### src/design/sst_pkg.sv
// shared constants and types for the i2c slave status tracker
// assumes a 32-bit apb slave port with an 8-bit byte address
package sst_pkg;

  // ****************************************
  // register map
  // ****************************************
  localparam int APB_AW = 8;
  localparam logic [7:0] OFS_STATUS = 8'h00;
  localparam logic [7:0] OFS_CTRL = 8'h04;
  localparam logic [7:0] OFS_ALT = 8'h08;
  localparam logic [7:0] OFS_ID0 = 8'h0c;
  localparam logic [7:0] OFS_RXD = 8'h1c;
  localparam int NUM_IDS = 4;

  // ****************************************
  // control and receive data register fields
  // ****************************************
  localparam int CTRL_SEN = 0;
  localparam int CTRL_GCEN = 2;
  localparam int CTRL_HGCEN = 3;
  localparam int CTRL_GCCLR = 4;
  localparam int CTRL_SSENI = 8;
  localparam logic [15:0] CTRL_WMASK = 16'h010d;
  localparam int RXD_VALID = 8;

  // ****************************************
  // reset values
  // ****************************************
  localparam logic [15:0] CTRL_RST = 16'h0000;
  localparam logic [7:0] ALT_RST = 8'h00;
  localparam logic [6:0] ID_RST = 7'h00;
  localparam logic [7:0] RXD_RST = 8'h00;

  // ****************************************
  // bus codes
  // ****************************************
  localparam logic [7:0] START_BYTE = 8'h01;
  localparam logic [7:0] GC_ADDR = 8'h00;
  localparam logic [7:0] GC_RESET = 8'h06;
  localparam logic [7:0] GC_PROG = 8'h04;
  localparam logic [2:0] LAST_BIT = 3'h7;

  typedef enum logic [1:0] {
    GCK_NONE = 2'b00,
    GCK_RESET = 2'b01,
    GCK_PROG = 2'b10,
    GCK_ALT = 2'b11
  } sst_gck_t;

  typedef enum logic [1:0] {
    ST_IDLE = 2'b00,
    ST_ADDR = 2'b01,
    ST_DATA = 2'b10,
    ST_SKIP = 2'b11
  } sst_state_t;

  // status word, bit 15 down to bit 0
  typedef struct packed {
    logic rsvd;
    logic start;
    logic reps;
    logic [1:0] mid;
    logic ss;
    sst_gck_t gck;
    logic gc;
    logic [6:0] low;
  } sst_status_t;

  typedef struct packed {
    logic start;
    logic stop;
    logic rise;
    logic fall;
  } sst_bus_ev_t;

endpackage : sst_pkg

### src/design/sst_sync.sv
// three-stage synchroniser for one bus line
// assumes din is asynchronous to clock; idle level of the line is high
`timescale 1ns/1ps
module sst_sync (
  // clock and reset
  input wire logic clock,
  input wire logic rst,
  // line
  input wire logic din,
  output logic dout
);

  logic s1_q;
  logic s2_q;
  logic s3_q;
  logic lvl_q;

  // level only moves once stages two and three agree
  always_ff @(posedge clock or posedge rst)
  begin
    if (rst)
    begin
      s1_q <= 1'b1;
      s2_q <= 1'b1;
      s3_q <= 1'b1;
      lvl_q <= 1'b1;
    end
    else
    begin
      s1_q <= din;
      s2_q <= s1_q;
      s3_q <= s2_q;
      if (s2_q == s3_q)
      begin
        lvl_q <= s3_q;
      end
    end
  end

  assign dout = lvl_q;

endmodule : sst_sync

### src/design/sst_tracker.sv
// i2c slave status tracker: bus receiver, status flags and apb registers
// assumes scl/sda are open-drain pins from another clock domain, and a
// single apb master on the same clock as this block
//
// The address map and the APB interface to the registers were left to the implementer.
`timescale 1ns/1ps

// Behaviour
// - start flag bit 14 sets on start plus address matching a slave id
// - start flag also sets on receiving the start byte 0x01
// - with general call enabled, address 0x00 sets the start flag
// - stop condition clears the start flag
// - repeated start sets flag bit 13
// - repeated start flag clears on stop or any status read
// - field 12:11 gives index of matching slave id register
// - stop after a matched start sets flag bit 10
// - interrupt raised while that flag is set and stop irq enabled
// - status read clears the stop-after-start flag
// - field 9:8 encodes general call kind none/reset/program/alternate
// - writing one to general call clear clears the kind field
// - general call reset loads the kind field with reset rather than clearing it
// - general call flag bit 7 sets on a reset, program or enabled hardware general call command
// - general call reset returns interface registers to defaults; here the receive data byte keeps its value and only its valid bit clears
// - hardware general call puts second byte in receive register
// - writing one to general call clear clears the general call flag
// - general call data 0x06 means reset and program address
// - general call data 0x04 means program address
// - hardware general call needs both general call enables set
module sst_tracker (
  // clock and reset
  input wire logic clock,
  input wire logic rst,
  // apb slave
  input wire logic psel,
  input wire logic penable,
  input wire logic pwrite,
  input wire logic [sst_pkg::APB_AW-1:0] paddr,
  input wire logic [31:0] pwdata,
  output logic [31:0] prdata,
  output logic pready,
  output logic pslverr,
  // i2c pins
  input wire logic scl_i,
  input wire logic sda_i,
  output logic sda_o,
  output logic sda_oe,
  // interrupt
  output logic stop_irq
);

  // ****************************************
  // line synchronisers and bus events
  // ****************************************
  logic scl_s;
  logic sda_s;
  logic scl_prev_q;
  logic sda_prev_q;
  sst_pkg::sst_bus_ev_t ev;

  sst_sync u_scl_sync (
    .clock(clock),
    .rst(rst),
    .din(scl_i),
    .dout(scl_s)
  );

  sst_sync u_sda_sync (
    .clock(clock),
    .rst(rst),
    .din(sda_i),
    .dout(sda_s)
  );

  always_ff @(posedge clock or posedge rst)
  begin
    if (rst)
    begin
      scl_prev_q <= 1'b1;
      sda_prev_q <= 1'b1;
    end
    else
    begin
      scl_prev_q <= scl_s;
      sda_prev_q <= sda_s;
    end
  end

  assign ev.start = scl_s & scl_prev_q & sda_prev_q & ~sda_s;
  assign ev.stop = scl_s & scl_prev_q & ~sda_prev_q & sda_s;
  assign ev.rise = scl_s & ~scl_prev_q;
  assign ev.fall = ~scl_s & scl_prev_q;

  // ****************************************
  // registers
  // ****************************************
  sst_pkg::sst_state_t state_q;
  sst_pkg::sst_state_t next_state;
  logic [2:0] bit_cnt_q;
  logic [6:0] shift_q;
  logic ack_slot_q;
  logic ack_pend_q;
  logic sda_oe_q;
  logic gc_phase_q;
  logic session_hit_q;
  logic start_q;
  logic reps_q;
  logic [1:0] mid_q;
  logic ss_q;
  sst_pkg::sst_gck_t gck_q;
  logic gc_q;
  logic stop_irq_q;
  logic [15:0] ctrl_q;
  logic [7:0] alt_q;
  logic [6:0] id_q [sst_pkg::NUM_IDS];
  logic [7:0] rxd_q;
  logic rxd_valid_q;
  logic [31:0] prdata_q;
  logic pready_q;
  logic pslverr_q;

  // ****************************************
  // byte receiver decode
  // ****************************************
  logic rx_bit;
  logic byte_done;
  logic [7:0] rx_byte;
  logic is_addr;
  logic is_data;
  logic hit_start_byte;
  logic hit_gc_addr;
  logic hit_id;
  logic [sst_pkg::NUM_IDS-1:0] id_eq;
  logic [1:0] id_idx;
  logic gc_cmd;
  logic gc_rst_cmd;
  logic gc_prog_cmd;
  logic gc_hw_cmd;
  logic gc_any;
  logic ack_now;
  logic bus_busy;

  assign bus_busy = (state_q != sst_pkg::ST_IDLE);
  assign rx_bit = ev.rise & ~ack_slot_q
    & (state_q == sst_pkg::ST_ADDR | state_q == sst_pkg::ST_DATA);
  assign byte_done = rx_bit & (bit_cnt_q == sst_pkg::LAST_BIT);
  assign rx_byte = {shift_q, sda_s};
  assign is_addr = byte_done & (state_q == sst_pkg::ST_ADDR);
  assign is_data = byte_done & (state_q == sst_pkg::ST_DATA);

  for (genvar k = 0; k < sst_pkg::NUM_IDS; k++)
  begin : g_id_cmp
    assign id_eq[k] = ctrl_q[sst_pkg::CTRL_SEN] & (rx_byte[7:1] == id_q[k]);
  end

  // lowest index wins when two ids hold the same address
  assign id_idx = id_eq[0] ? 2'b00 : id_eq[1] ? 2'b01 : id_eq[2] ? 2'b10 : 2'b11;
  assign hit_start_byte = is_addr & (rx_byte == sst_pkg::START_BYTE);
  assign hit_gc_addr = is_addr & ctrl_q[sst_pkg::CTRL_GCEN]
    & (rx_byte == sst_pkg::GC_ADDR);
  assign hit_id = is_addr & (|id_eq) & ~hit_start_byte & ~hit_gc_addr;

  assign gc_cmd = is_data & gc_phase_q;
  assign gc_rst_cmd = gc_cmd & (rx_byte == sst_pkg::GC_RESET);
  assign gc_prog_cmd = gc_cmd & (rx_byte == sst_pkg::GC_PROG);
  assign gc_hw_cmd = gc_cmd & ~gc_rst_cmd & ~gc_prog_cmd
    & ctrl_q[sst_pkg::CTRL_GCEN] & ctrl_q[sst_pkg::CTRL_HGCEN]
    & (rx_byte == alt_q);
  assign gc_any = gc_rst_cmd | gc_prog_cmd | gc_hw_cmd;
  assign ack_now = hit_gc_addr | hit_id | (is_data & (~gc_phase_q | gc_any));

  always_comb
  begin
    next_state = state_q;
    case (state_q)
      sst_pkg::ST_ADDR:
      begin
        if (hit_gc_addr | (hit_id & ~rx_byte[0]))
          next_state = sst_pkg::ST_DATA;
        else
          next_state = sst_pkg::ST_SKIP;
      end
      sst_pkg::ST_DATA:
      begin
        if (!ack_now)
          next_state = sst_pkg::ST_SKIP;
      end
      default:
      begin
        next_state = state_q;
      end
    endcase
  end

  // ****************************************
  // receiver and acknowledge drive
  // ****************************************
  // ack is driven from the scl fall after bit 8 to the fall after bit 9;
  // reads are acked but no data is sent back, so the master sees 0xff
  always_ff @(posedge clock or posedge rst)
  begin
    if (rst)
    begin
      state_q <= sst_pkg::ST_IDLE;
      bit_cnt_q <= 3'h0;
      shift_q <= 7'h00;
      ack_slot_q <= 1'b0;
      ack_pend_q <= 1'b0;
      sda_oe_q <= 1'b0;
      gc_phase_q <= 1'b0;
    end
    else if (ev.stop | ev.start)
    begin
      state_q <= ev.stop ? sst_pkg::ST_IDLE : sst_pkg::ST_ADDR;
      bit_cnt_q <= 3'h0;
      ack_slot_q <= 1'b0;
      ack_pend_q <= 1'b0;
      sda_oe_q <= 1'b0;
      gc_phase_q <= 1'b0;
    end
    else
    begin
      if (rx_bit)
      begin
        shift_q <= rx_byte[6:0];
        bit_cnt_q <= bit_cnt_q + 3'h1;
      end
      if (byte_done)
      begin
        state_q <= next_state;
        ack_slot_q <= 1'b1;
        ack_pend_q <= ack_now;
        gc_phase_q <= hit_gc_addr;
      end
      else if (ev.rise & ack_slot_q)
      begin
        ack_slot_q <= 1'b0;
      end
      if (ev.fall)
      begin
        sda_oe_q <= ack_pend_q;
        ack_pend_q <= 1'b0;
      end
    end
  end

  // ****************************************
  // apb decode
  // ****************************************
  logic acc_first;
  logic acc_done;
  logic sel_status;
  logic sel_ctrl;
  logic sel_alt;
  logic sel_rxd;
  logic [sst_pkg::NUM_IDS-1:0] sel_id;
  logic hit_map;
  logic wr_ctrl;
  logic wr_alt;
  logic gcclr_wr;
  logic rd_status;
  logic rd_rxd;
  logic [31:0] rd_mux;
  logic [31:0] id_rd [sst_pkg::NUM_IDS+1];
  sst_pkg::sst_status_t status_w;

  // first access cycle snapshots read data; the following edge completes
  assign acc_first = psel & penable & ~pready_q;
  assign acc_done = psel & penable & pready_q;
  assign sel_status = (paddr == sst_pkg::OFS_STATUS);
  assign sel_ctrl = (paddr == sst_pkg::OFS_CTRL);
  assign sel_alt = (paddr == sst_pkg::OFS_ALT);
  assign sel_rxd = (paddr == sst_pkg::OFS_RXD);
  assign hit_map = sel_status | sel_ctrl | sel_alt | sel_rxd | (|sel_id);
  assign wr_ctrl = acc_done & pwrite & sel_ctrl;
  assign wr_alt = acc_done & pwrite & sel_alt;
  assign gcclr_wr = wr_ctrl & pwdata[sst_pkg::CTRL_GCCLR];
  assign rd_status = acc_first & ~pwrite & sel_status;
  assign rd_rxd = acc_first & ~pwrite & sel_rxd;

  assign id_rd[0] = 32'h0000_0000;
  for (genvar k = 0; k < sst_pkg::NUM_IDS; k++)
  begin : g_id_sel
    assign sel_id[k] = (paddr == sst_pkg::OFS_ID0 + 8'(4 * k));
    assign id_rd[k+1] = id_rd[k] | (sel_id[k] ? {25'h000_0000, id_q[k]} : 32'h0000_0000);
  end

  assign status_w.rsvd = 1'b0;
  assign status_w.start = start_q;
  assign status_w.reps = reps_q;
  assign status_w.mid = mid_q;
  assign status_w.ss = ss_q;
  assign status_w.gck = gck_q;
  assign status_w.gc = gc_q;
  assign status_w.low = 7'h00;

  assign rd_mux = sel_status ? {16'h0000, status_w}
    : sel_ctrl ? {16'h0000, ctrl_q}
    : sel_alt ? {24'h00_0000, alt_q}
    : sel_rxd ? {23'h00_0000, rxd_valid_q, rxd_q}
    : id_rd[sst_pkg::NUM_IDS];

  always_ff @(posedge clock or posedge rst)
  begin
    if (rst)
    begin
      pready_q <= 1'b0;
      pslverr_q <= 1'b0;
      prdata_q <= 32'h0000_0000;
    end
    else
    begin
      pready_q <= acc_first;
      pslverr_q <= acc_first & ~hit_map;
      prdata_q <= (acc_first & ~pwrite & hit_map) ? rd_mux : 32'h0000_0000;
    end
  end

  // ****************************************
  // control, id and alternate id registers
  // ****************************************
  // a general call reset beats a software write in the same cycle
  always_ff @(posedge clock or posedge rst)
  begin
    if (rst)
    begin
      ctrl_q <= sst_pkg::CTRL_RST;
      alt_q <= sst_pkg::ALT_RST;
      for (int i = 0; i < sst_pkg::NUM_IDS; i++)
        id_q[i] <= sst_pkg::ID_RST;
    end
    else if (gc_rst_cmd)
    begin
      ctrl_q <= sst_pkg::CTRL_RST;
      alt_q <= sst_pkg::ALT_RST;
      for (int i = 0; i < sst_pkg::NUM_IDS; i++)
        id_q[i] <= sst_pkg::ID_RST;
    end
    else
    begin
      if (wr_ctrl)
        ctrl_q <= pwdata[15:0] & sst_pkg::CTRL_WMASK;
      if (wr_alt)
        alt_q <= pwdata[7:0];
      for (int i = 0; i < sst_pkg::NUM_IDS; i++)
        if (acc_done & pwrite & sel_id[i])
          id_q[i] <= pwdata[6:0];
    end
  end

  // ****************************************
  // receive holding register
  // ****************************************
  // single byte only: a new byte overwrites one not yet read
  always_ff @(posedge clock or posedge rst)
  begin
    if (rst)
    begin
      rxd_q <= sst_pkg::RXD_RST;
      rxd_valid_q <= 1'b0;
    end
    else if (gc_hw_cmd | (is_data & ~gc_phase_q))
    begin
      rxd_q <= rx_byte;
      rxd_valid_q <= 1'b1;
    end
    else if (rd_rxd | gc_rst_cmd)
    begin
      rxd_valid_q <= 1'b0;
    end
  end

  // ****************************************
  // status flags, set wins over clear
  // ****************************************
  logic ss_set;
  logic ss_d;

  assign ss_set = ev.stop & session_hit_q;
  assign ss_d = ss_set | (ss_q & ~rd_status & ~gc_rst_cmd);

  always_ff @(posedge clock or posedge rst)
  begin
    if (rst)
    begin
      start_q <= 1'b0;
      reps_q <= 1'b0;
      mid_q <= 2'b00;
      ss_q <= 1'b0;
      session_hit_q <= 1'b0;
      gck_q <= sst_pkg::GCK_NONE;
      gc_q <= 1'b0;
      stop_irq_q <= 1'b0;
    end
    else
    begin
      if (hit_id | hit_start_byte | hit_gc_addr)
        start_q <= 1'b1;
      else if (ev.stop | gc_rst_cmd)
        start_q <= 1'b0;
      if (ev.start & bus_busy)
        reps_q <= 1'b1;
      else if (ev.stop | rd_status | gc_rst_cmd)
        reps_q <= 1'b0;
      if (hit_id)
        mid_q <= id_idx;
      else if (gc_rst_cmd)
        mid_q <= 2'b00;
      ss_q <= ss_d;
      if (hit_id)
        session_hit_q <= 1'b1;
      else if (ev.stop | ev.start)
        session_hit_q <= 1'b0;
      // a general call reset loads the kind field with reset instead of clearing it
      if (gc_rst_cmd)
        gck_q <= sst_pkg::GCK_RESET;
      else if (gc_prog_cmd)
        gck_q <= sst_pkg::GCK_PROG;
      else if (gc_hw_cmd)
        gck_q <= sst_pkg::GCK_ALT;
      else if (gcclr_wr)
        gck_q <= sst_pkg::GCK_NONE;
      if (gc_any)
        gc_q <= 1'b1;
      else if (gcclr_wr)
        gc_q <= 1'b0;
      stop_irq_q <= ss_d & ctrl_q[sst_pkg::CTRL_SSENI];
    end
  end

  // ****************************************
  // outputs
  // ****************************************
  logic sda_o_q;

  // open-drain: only ever pulls low
  always_ff @(posedge clock or posedge rst)
  begin
    if (rst)
      sda_o_q <= 1'b0;
    else
      sda_o_q <= 1'b0;
  end

  assign prdata = prdata_q;
  assign pready = pready_q;
  assign pslverr = pslverr_q;
  assign sda_o = sda_o_q;
  assign sda_oe = sda_oe_q;
  assign stop_irq = stop_irq_q;

endmodule : sst_tracker

### config.mk
export PLATFORM = sky130hd
export DESIGN_NAME = sst_tracker
export DESIGN_NICKNAME = d
export VERILOG_FILES = /design/src/design/sst_pkg.sv /design/src/design/sst_sync.sv /design/src/design/sst_tracker.sv
export SDC_FILE = /design/constraint.sdc
export NUM_CORES = 1
export LEC_CHECK = 0
export ABC_AREA = 1
export BUFFER_PORTS_ARGS = -buffer_cell sky130_fd_sc_hd__buf_2
export CORE_AREA = 5 5 101 103
export CTS_CLUSTER_SIZE = 28
export DETAILED_ROUTE_END_ITERATION = 8
export DIE_AREA = 0 0 106 108
export PLACE_DENSITY = 0.82
export SYNTH_ARGS = -nofsm -noshare
export SYNTH_HDL_FRONTEND = slang
export SYNTH_HIERARCHICAL = 1
export SYNTH_SLANG_ARGS = --single-unit
### constraint.sdc
create_clock -name clock -period 5 [get_ports clock]
set_input_delay 0.5 -clock clock [delete_from_list [all_inputs] [get_ports clock]]
set_output_delay 0.5 -clock clock [all_outputs]
set_load 0.02 [all_outputs]
# Yosys cells after proc, flatten, opt, wreduce, memory -nomap -nowiden
# Index checks and enable logic that the tools add are counted.
dict set report totals {
  register_bits 115
  word_cells 232
  out_inout_bits 37
  input_bits 47
}
dict set report classes {
  addsub 1
  mux 55
  bitwise_logic 93
  n_reduce_logical 26
  eq_ne 21
}
# operator n
set ops {}
lappend ops {{16-bit 2-to-1 mux} 5}
lappend ops {{7-bit 2-to-1 mux} 8}
lappend ops {{1-bit AND} 55}
lappend ops {{8-bit by 5-bit equality test with 1-bit output, second input constant} 4}
lappend ops {{2-bit nonzero test} 16}
lappend ops {{7-bit equality test} 4}
lappend ops {{28-bit 2-to-1 mux} 1}
lappend ops {{8-bit by 3-bit equality test with 1-bit output, second input constant} 3}
lappend ops {{1-bit 2-to-1 mux} 23}
lappend ops {{2-bit 2-to-1 mux} 11}
lappend ops {{7-bit bitwise OR} 3}
lappend ops {{1-bit bitwise OR} 20}
lappend ops {{9-bit 2-to-1 mux} 2}
lappend ops {{8-bit by 4-bit equality test with 1-bit output, second input constant} 2}
lappend ops {{8-bit logical NOT} 2}
lappend ops {{8-bit 2-to-1 mux} 2}
lappend ops {{1-bit inverter} 15}
lappend ops {{3-bit nonzero test} 3}
lappend ops {{8-bit by 1-bit equality test with 1-bit output, second input constant} 1}
lappend ops {{8-bit equality test} 1}
lappend ops {{4-bit OR reduction} 2}
lappend ops {{3-bit 2-to-1 mux} 2}
lappend ops {{2-bit one-hot mux with 2 select lines} 1}
lappend ops {{4-bit nonzero test} 1}
lappend ops {{8 further kinds} 9}

# Longest topological paths before layout
dict set report logic_depth {
  word_depth 22
  mapped_depth 16
  mapped_depth_nobuf 15
}

# Hierarchy
# Netlist, hierarchy kept.
# module area_each_um2 cells_each seq_area_each_um2 instances
set by_module_without_submodules {}
lappend by_module_without_submodules {sst_tracker 5081.1 667 2354.8 1}
lappend by_module_without_submodules {sst_sync 125.1 9 105.1 2}

# Worst setup path after synthesis
# OpenSTA, ideal clock, no wires.
dict set report synth_path {
  path_type {register to register}
  start {register state_q[0]}
  end {register state_q[0]}
  path_stages_with_launch 15
  t_required_ns 4.883
  t_arrival_ns 1.866
  synth_period_minus_slack_ns 1.983
  n_path_buf 1
  path_slack_ns 3.017
  setup_time_ns 0.117
  path_cell_list {dfrtp_1 > inv_1 > ha_1 > nand2_1 > nor2_8 > nand2_4 > nor4_4 > buf_6 > nor2_1 > nand4_2 > nand2_1 > nand2_2 > nand2_1 > nand2_1 > nand2_1}
}
dict set report synth_between {
  elab_chain_cells 19
  elab_cells_between_ends 41
  classes_between {eq/ne (3); mux (4); bitwise (31); reduce/logical (3)}
}
# element line
set synth_lines {}
lappend synth_lines {{from (decl)} sst_tracker.sv:96} ;# sst_pkg::sst_state_t state_q;
lappend synth_lines {{from (signal assigned)} sst_tracker.sv:203} ;# state_q <= sst_pkg::ST_IDLE;
lappend synth_lines {{from (signal assigned)} sst_tracker.sv:213} ;# state_q <= ev.stop ? sst_pkg::ST_IDLE : sst_pkg::ST_ADDR;
lappend synth_lines {{from (signal assigned)} sst_tracker.sv:229} ;# state_q <= next_state;
lappend synth_lines {{2-bit by 1-bit equality test with 1-bit output or 2-bit equality test (tied branches)} --}
lappend synth_lines {{1-bit bitwise OR} sst_tracker.sv:144} ;# & (state_q == sst_pkg::ST_ADDR | state_q == sst_pkg::ST_DATA);
lappend synth_lines {{1-bit AND} sst_tracker.sv:144}
lappend synth_lines {{1-bit AND} sst_tracker.sv:145} ;# assign byte_done = rx_bit & (bit_cnt_q == sst_pkg::LAST_BIT);
lappend synth_lines {{1-bit AND} sst_tracker.sv:148} ;# assign is_data = byte_done & (state_q == sst_pkg::ST_DATA);
lappend synth_lines {{1-bit AND} sst_tracker.sv:162} ;# assign gc_cmd = is_data & gc_phase_q;
lappend synth_lines {{1-bit AND} sst_tracker.sv:163} ;# assign gc_rst_cmd = gc_cmd & (rx_byte == sst_pkg::GC_RESET);
lappend synth_lines {{1-bit inverter} sst_tracker.sv:165} ;# assign gc_hw_cmd = gc_cmd & ~gc_rst_cmd & ~gc_prog_cmd
lappend synth_lines {{1-bit AND (2 in a row)} sst_tracker.sv:165}
lappend synth_lines {{1-bit AND (2 in a row)} sst_tracker.sv:166} ;# & ctrl_q[sst_pkg::CTRL_GCEN] & ctrl_q[sst_pkg::CTRL_HGCEN]
lappend synth_lines {{1-bit AND} sst_tracker.sv:167} ;# & (rx_byte == alt_q);
lappend synth_lines {{1-bit bitwise OR} sst_tracker.sv:168} ;# assign gc_any = gc_rst_cmd | gc_prog_cmd | gc_hw_cmd;
lappend synth_lines {{1-bit bitwise OR} sst_tracker.sv:169} ;# assign ack_now = hit_gc_addr | hit_id | (is_data & (~gc_phase_q | gc_any));
lappend synth_lines {{1-bit AND} sst_tracker.sv:169}
lappend synth_lines {{1-bit bitwise OR} sst_tracker.sv:169}
lappend synth_lines {{3-bit by 2-bit inequality test with 1-bit output (no line)} --}
lappend synth_lines {{3-bit AND reduction (no line)} --}
# Several ways; a longest one is shown, not always the timed one. The select of a mux whose other input is x is not followed.
# A chain may end at the register's enable or synchronous reset.

# Worst setup path in the final report
dict set report layout_path {
  start {register state_q[0]}
  end {register alt_q[6]}
}
dict set report layout_between {
  elab_chain_cells 8
  elab_cells_between_ends 10
  classes_between {eq/ne (2); mux (1); bitwise (6); reduce/logical (1)}
}
# element line
set layout_lines {}
lappend layout_lines {{2-bit by 1-bit equality test with 1-bit output or 2-bit equality test (tied branches)} {sst_tracker.sv:144, sst_tracker.sv:148}}
lappend layout_lines {{1-bit bitwise OR} sst_tracker.sv:144}
lappend layout_lines {{1-bit AND} sst_tracker.sv:144}
lappend layout_lines {{1-bit AND} sst_tracker.sv:145}
lappend layout_lines {{1-bit AND *} sst_tracker.sv:148}
lappend layout_lines {{1-bit AND *} sst_tracker.sv:162}
lappend layout_lines {{1-bit AND *} sst_tracker.sv:163}
lappend layout_lines {{8-bit 2-to-1 mux or 2-bit nonzero test (tied branches)} --}
lappend layout_lines {{to (signal assigned)} sst_tracker.sv:327} ;# alt_q <= sst_pkg::ALT_RST;
lappend layout_lines {{to (signal assigned)} sst_tracker.sv:334} ;# alt_q <= sst_pkg::ALT_RST;
lappend layout_lines {{to (signal assigned)} sst_tracker.sv:343} ;# alt_q <= pwdata[7:0];
lappend layout_lines {{to (decl)} sst_tracker.sv:113} ;# logic [7:0] alt_q;
# Every way passes the cells marked *; elsewhere a longest branch is shown, timed or not.

==> results.yml <==
setup_path:
  end_kind: "flip-flop"
  crit_type: "flip-flop to flip-flop"
  cp.depth: 11
  crit_path_start: "state_q[0]"
  cp-start-kind: "flip-flop"
  crit_fanout: 18
  cp-endpoint: "alt_q[6]"
  cp_top_family: "simple AND/OR/NAND/NOR gates"
  reg2reg_to: "alt_q[6]"
  r2r_start: "state_q[0]"
  arrival_ns: 3.17
  crit_path_max_incr_delay_ns: 0.69
  required_ns: 5.27
  path_cells: "inv_1 > ha_1 > nand2_1 > nor2_8 > nand2_4 > nor4_4 > inv_2 > o21ai_2 > inv_2 > nand2_1 > o21ai_1"
  slowest_stage: "nor4_4"
  reg2regPathDepth: 11
  cp_num_buf_inv: 3
  r2r_slack_ns: 2.10
route:
  wl_per_cell_um: 16.29
  via_per_inst: 5.389
  num_vias: 4532
  drt-met1-wl_um: 6072
  ant_nets: 0
  detail_route.drc_violations: 0
  wl_met2_um: 6381
  initialDrtViolationCount: 318
  routed_wl_um: 13700
  route.met3.wl_um: 1065
  routed.top_layer: "met4"
  firstDrtPassIters: 5
yosys:
  syn_area_mm2: 0.005331
  syn_inst: 685
  synth_edf_count: 0
  syn_avg_cell_area_um2: 7.783
  ys_seq_elements: 102
  postSynth.asyncResetShare_pct: 100.0
  synth_cell_types: 42
  yosys.area.top_type: "dfrtp_1"
  yosysWarningCount: 6
  ys.flop_type: "dfrtp_1"
  seq_area_frac_synth_pct: 48.11
  synth_area_leaders: "dfrtp_1 (43%), nand2_1 (15%), inv_1 (5.4%)"
  synth_top_area_share_pct: 43.18
floorplanning:
  dieArea_mm2: 0.01145
  std_cell_rows: 35
  io_pins: 84
  die_height_um: 108
  start_util_pct: 58.53
  dieWidth_um: 106
  core_area_mm2: 0.009109
outcome:
  outcome: "finished clean"
final_layout:
  n_fill_cell: 810
  layout_common_cells: "nand2_1 (217), dfrtp_1 (92), inv_1 (76), nor2_1 (71), buf_2 (42)"
  drive_gt1_share_pct: 16.30
  multiInputGateArea_mm2: 0.002262
  fin_nets: 777
  seqCellArea_mm2: 0.002565
  area_delta_synth_final_pct: 7.487
  mostFrequentLayoutCell: "nand2_1"
  diodes: 0
  fin_area_mm2: 0.005731
  final_cells: 841
clock_tree:
  cts-root-buf: "clkbuf_8"
  cts_resized: 0
  cts_tree: "built"
  clock_sinks: 102
  path_clk_slew_ns: 0.11
  clock_latency_ns: 0.37
  postCtsHoldBufs: 0
  cts_max_path_buffers: 2
  postCtsSetupRepairBufs: 0
  cts.htree.levels: 3
  numCtsBuffers: 9
sta:
  tns_ns: 0
  hold_viol: 0
  finalSetupViolCount: 0
  fmax_mhz: 344.9
  slew_headroom_pct: 36.59
  rsz0062_at_grt: "no"
  fin_crit_sh_pct: 58.00
  worstMarginPinSlew_ns: 0.9500
  maxSlewViolCount: 0
  fin_crit_ns: 2.900
  finalClockSkew_ns: 0.01254
  setup_ws_ns: 2.100
place:
  dp.cells: 825
  dp_hpwl_um: 10290
  gp_congestion: 0.9509
  io_buffer_count: 42
  dp_slack_ns: 2.129
  dpl_cell_area_mm2: 0.005542
power:
  p_leak_nw: 2.799
  ir_drop_uv: 190.7
  power.density_mw_per_mm2: 335.2
global_route:
  antenna_found_initial: 0
  grt_max_degree: 57
  grt_pass1_vias: 4413
  globalRoute.totalOverflow: 0
  grt_pass1_wl_um: 22250
  grt.total_usage_pct: 25.14
run:
  cap_violations: 0
min_path:
  hp-class: "input port to async pin"
-- per-stage QoR --
step           util (%)  hold WS (ns)  power (mW)
6_report          62.91        0.2097       1.921
5_1_grt           62.91        0.1835       2.027
4_1_cts           62.91        0.2032       1.918
3_5_place_dp      60.84        0.3479       1.417
3_3_place_gp      60.84        0.3462       1.401
2_1_floorplan         -        0.3452       1.285
-- state kept, by name, summed over array words and instances (netlist names), 2 cells and up --
name / cells
id_q: 28
rxd_q: 8
state_q: 2
mid_q: 2
shift_q: 7
ctrl_q: 4
prdata: 15
bit_cnt_q: 3
alt_q: 8
gck_q: 2
-- synthesized netlist by cell type (3+ instances only) --
library cell,instances
nand2_1,217
dfrtp_1,92
inv_1,77
nor2_1,71
o21ai_1,41
o21ai_0,28
buf_4,18
inv_2,18
a21oi_1,16
nand3_1,13
buf_2,10
dfstp_2,10
nor3_1,9
a21oi_2,8
ha_1,5
nand2_2,4
nor4_4,4
o2111ai_1,4
o22ai_1,4
nor2_2,3
or2_2,3
-- area by class of cell --
type,count,area share [%]
well taps,111,2.424
multi-input cells,474,39.48
inverters,95,6.245
repair buffers,43,3.799
flip-flops and latches,102,44.76
clock buffers,9,2.162
clock inverters,7,1.135
-- where the power goes --
group          switching (mW)  leakage [nW]  internal [mW]
logic                   0.293          1.36          0.134
registers               0.105          1.34          0.879
clock network           0.317        0.0978          0.193
total                   0.715          2.80           1.21
-- layer usage --
layer | track usage (%) | vias up
met2 | 41.85 | 194
li1 | - | 2212
met5 | 0 | -
met4 | 6.290 | 0
met1 | 34.15 | 2108
met3 | 4.955 | 18
-- worst min path at each step --
stage,from,end,slack [ns],cells after the start
after floorplan,u_scl_sync/s1_q,u_scl_sync/s2_q,0.35,0
after CTS,rst,u_sda_sync/s1_q,0.20,2
after global placement,u_sda_sync/s1_q,u_sda_sync/s2_q,0.35,0
after detailed placement,u_scl_sync/s1_q,u_scl_sync/s2_q,0.35,0
after global routing,sda_i,u_sda_sync/s1_q,0.18,1
final,rst,u_sda_sync/s1_q,0.21,2
-- cell families (layout without fill, tap and decap cells) --
| family | after synthesis | count (layout) | synth area share, % |
|---|---|---|---|
| compound gates | 116 | 116 | 12.70 |
| fa+ha+maj | 5 | 5 | 1.173 |
| buf+inv | 126 | 154 | 10.65 |
| flops | 102 | 102 | 48.11 |
| other cells | 1 | 18 | 0.07034 |
| simple gates | 335 | 335 | 27.29 |
(Power assumes the default switching activity.)
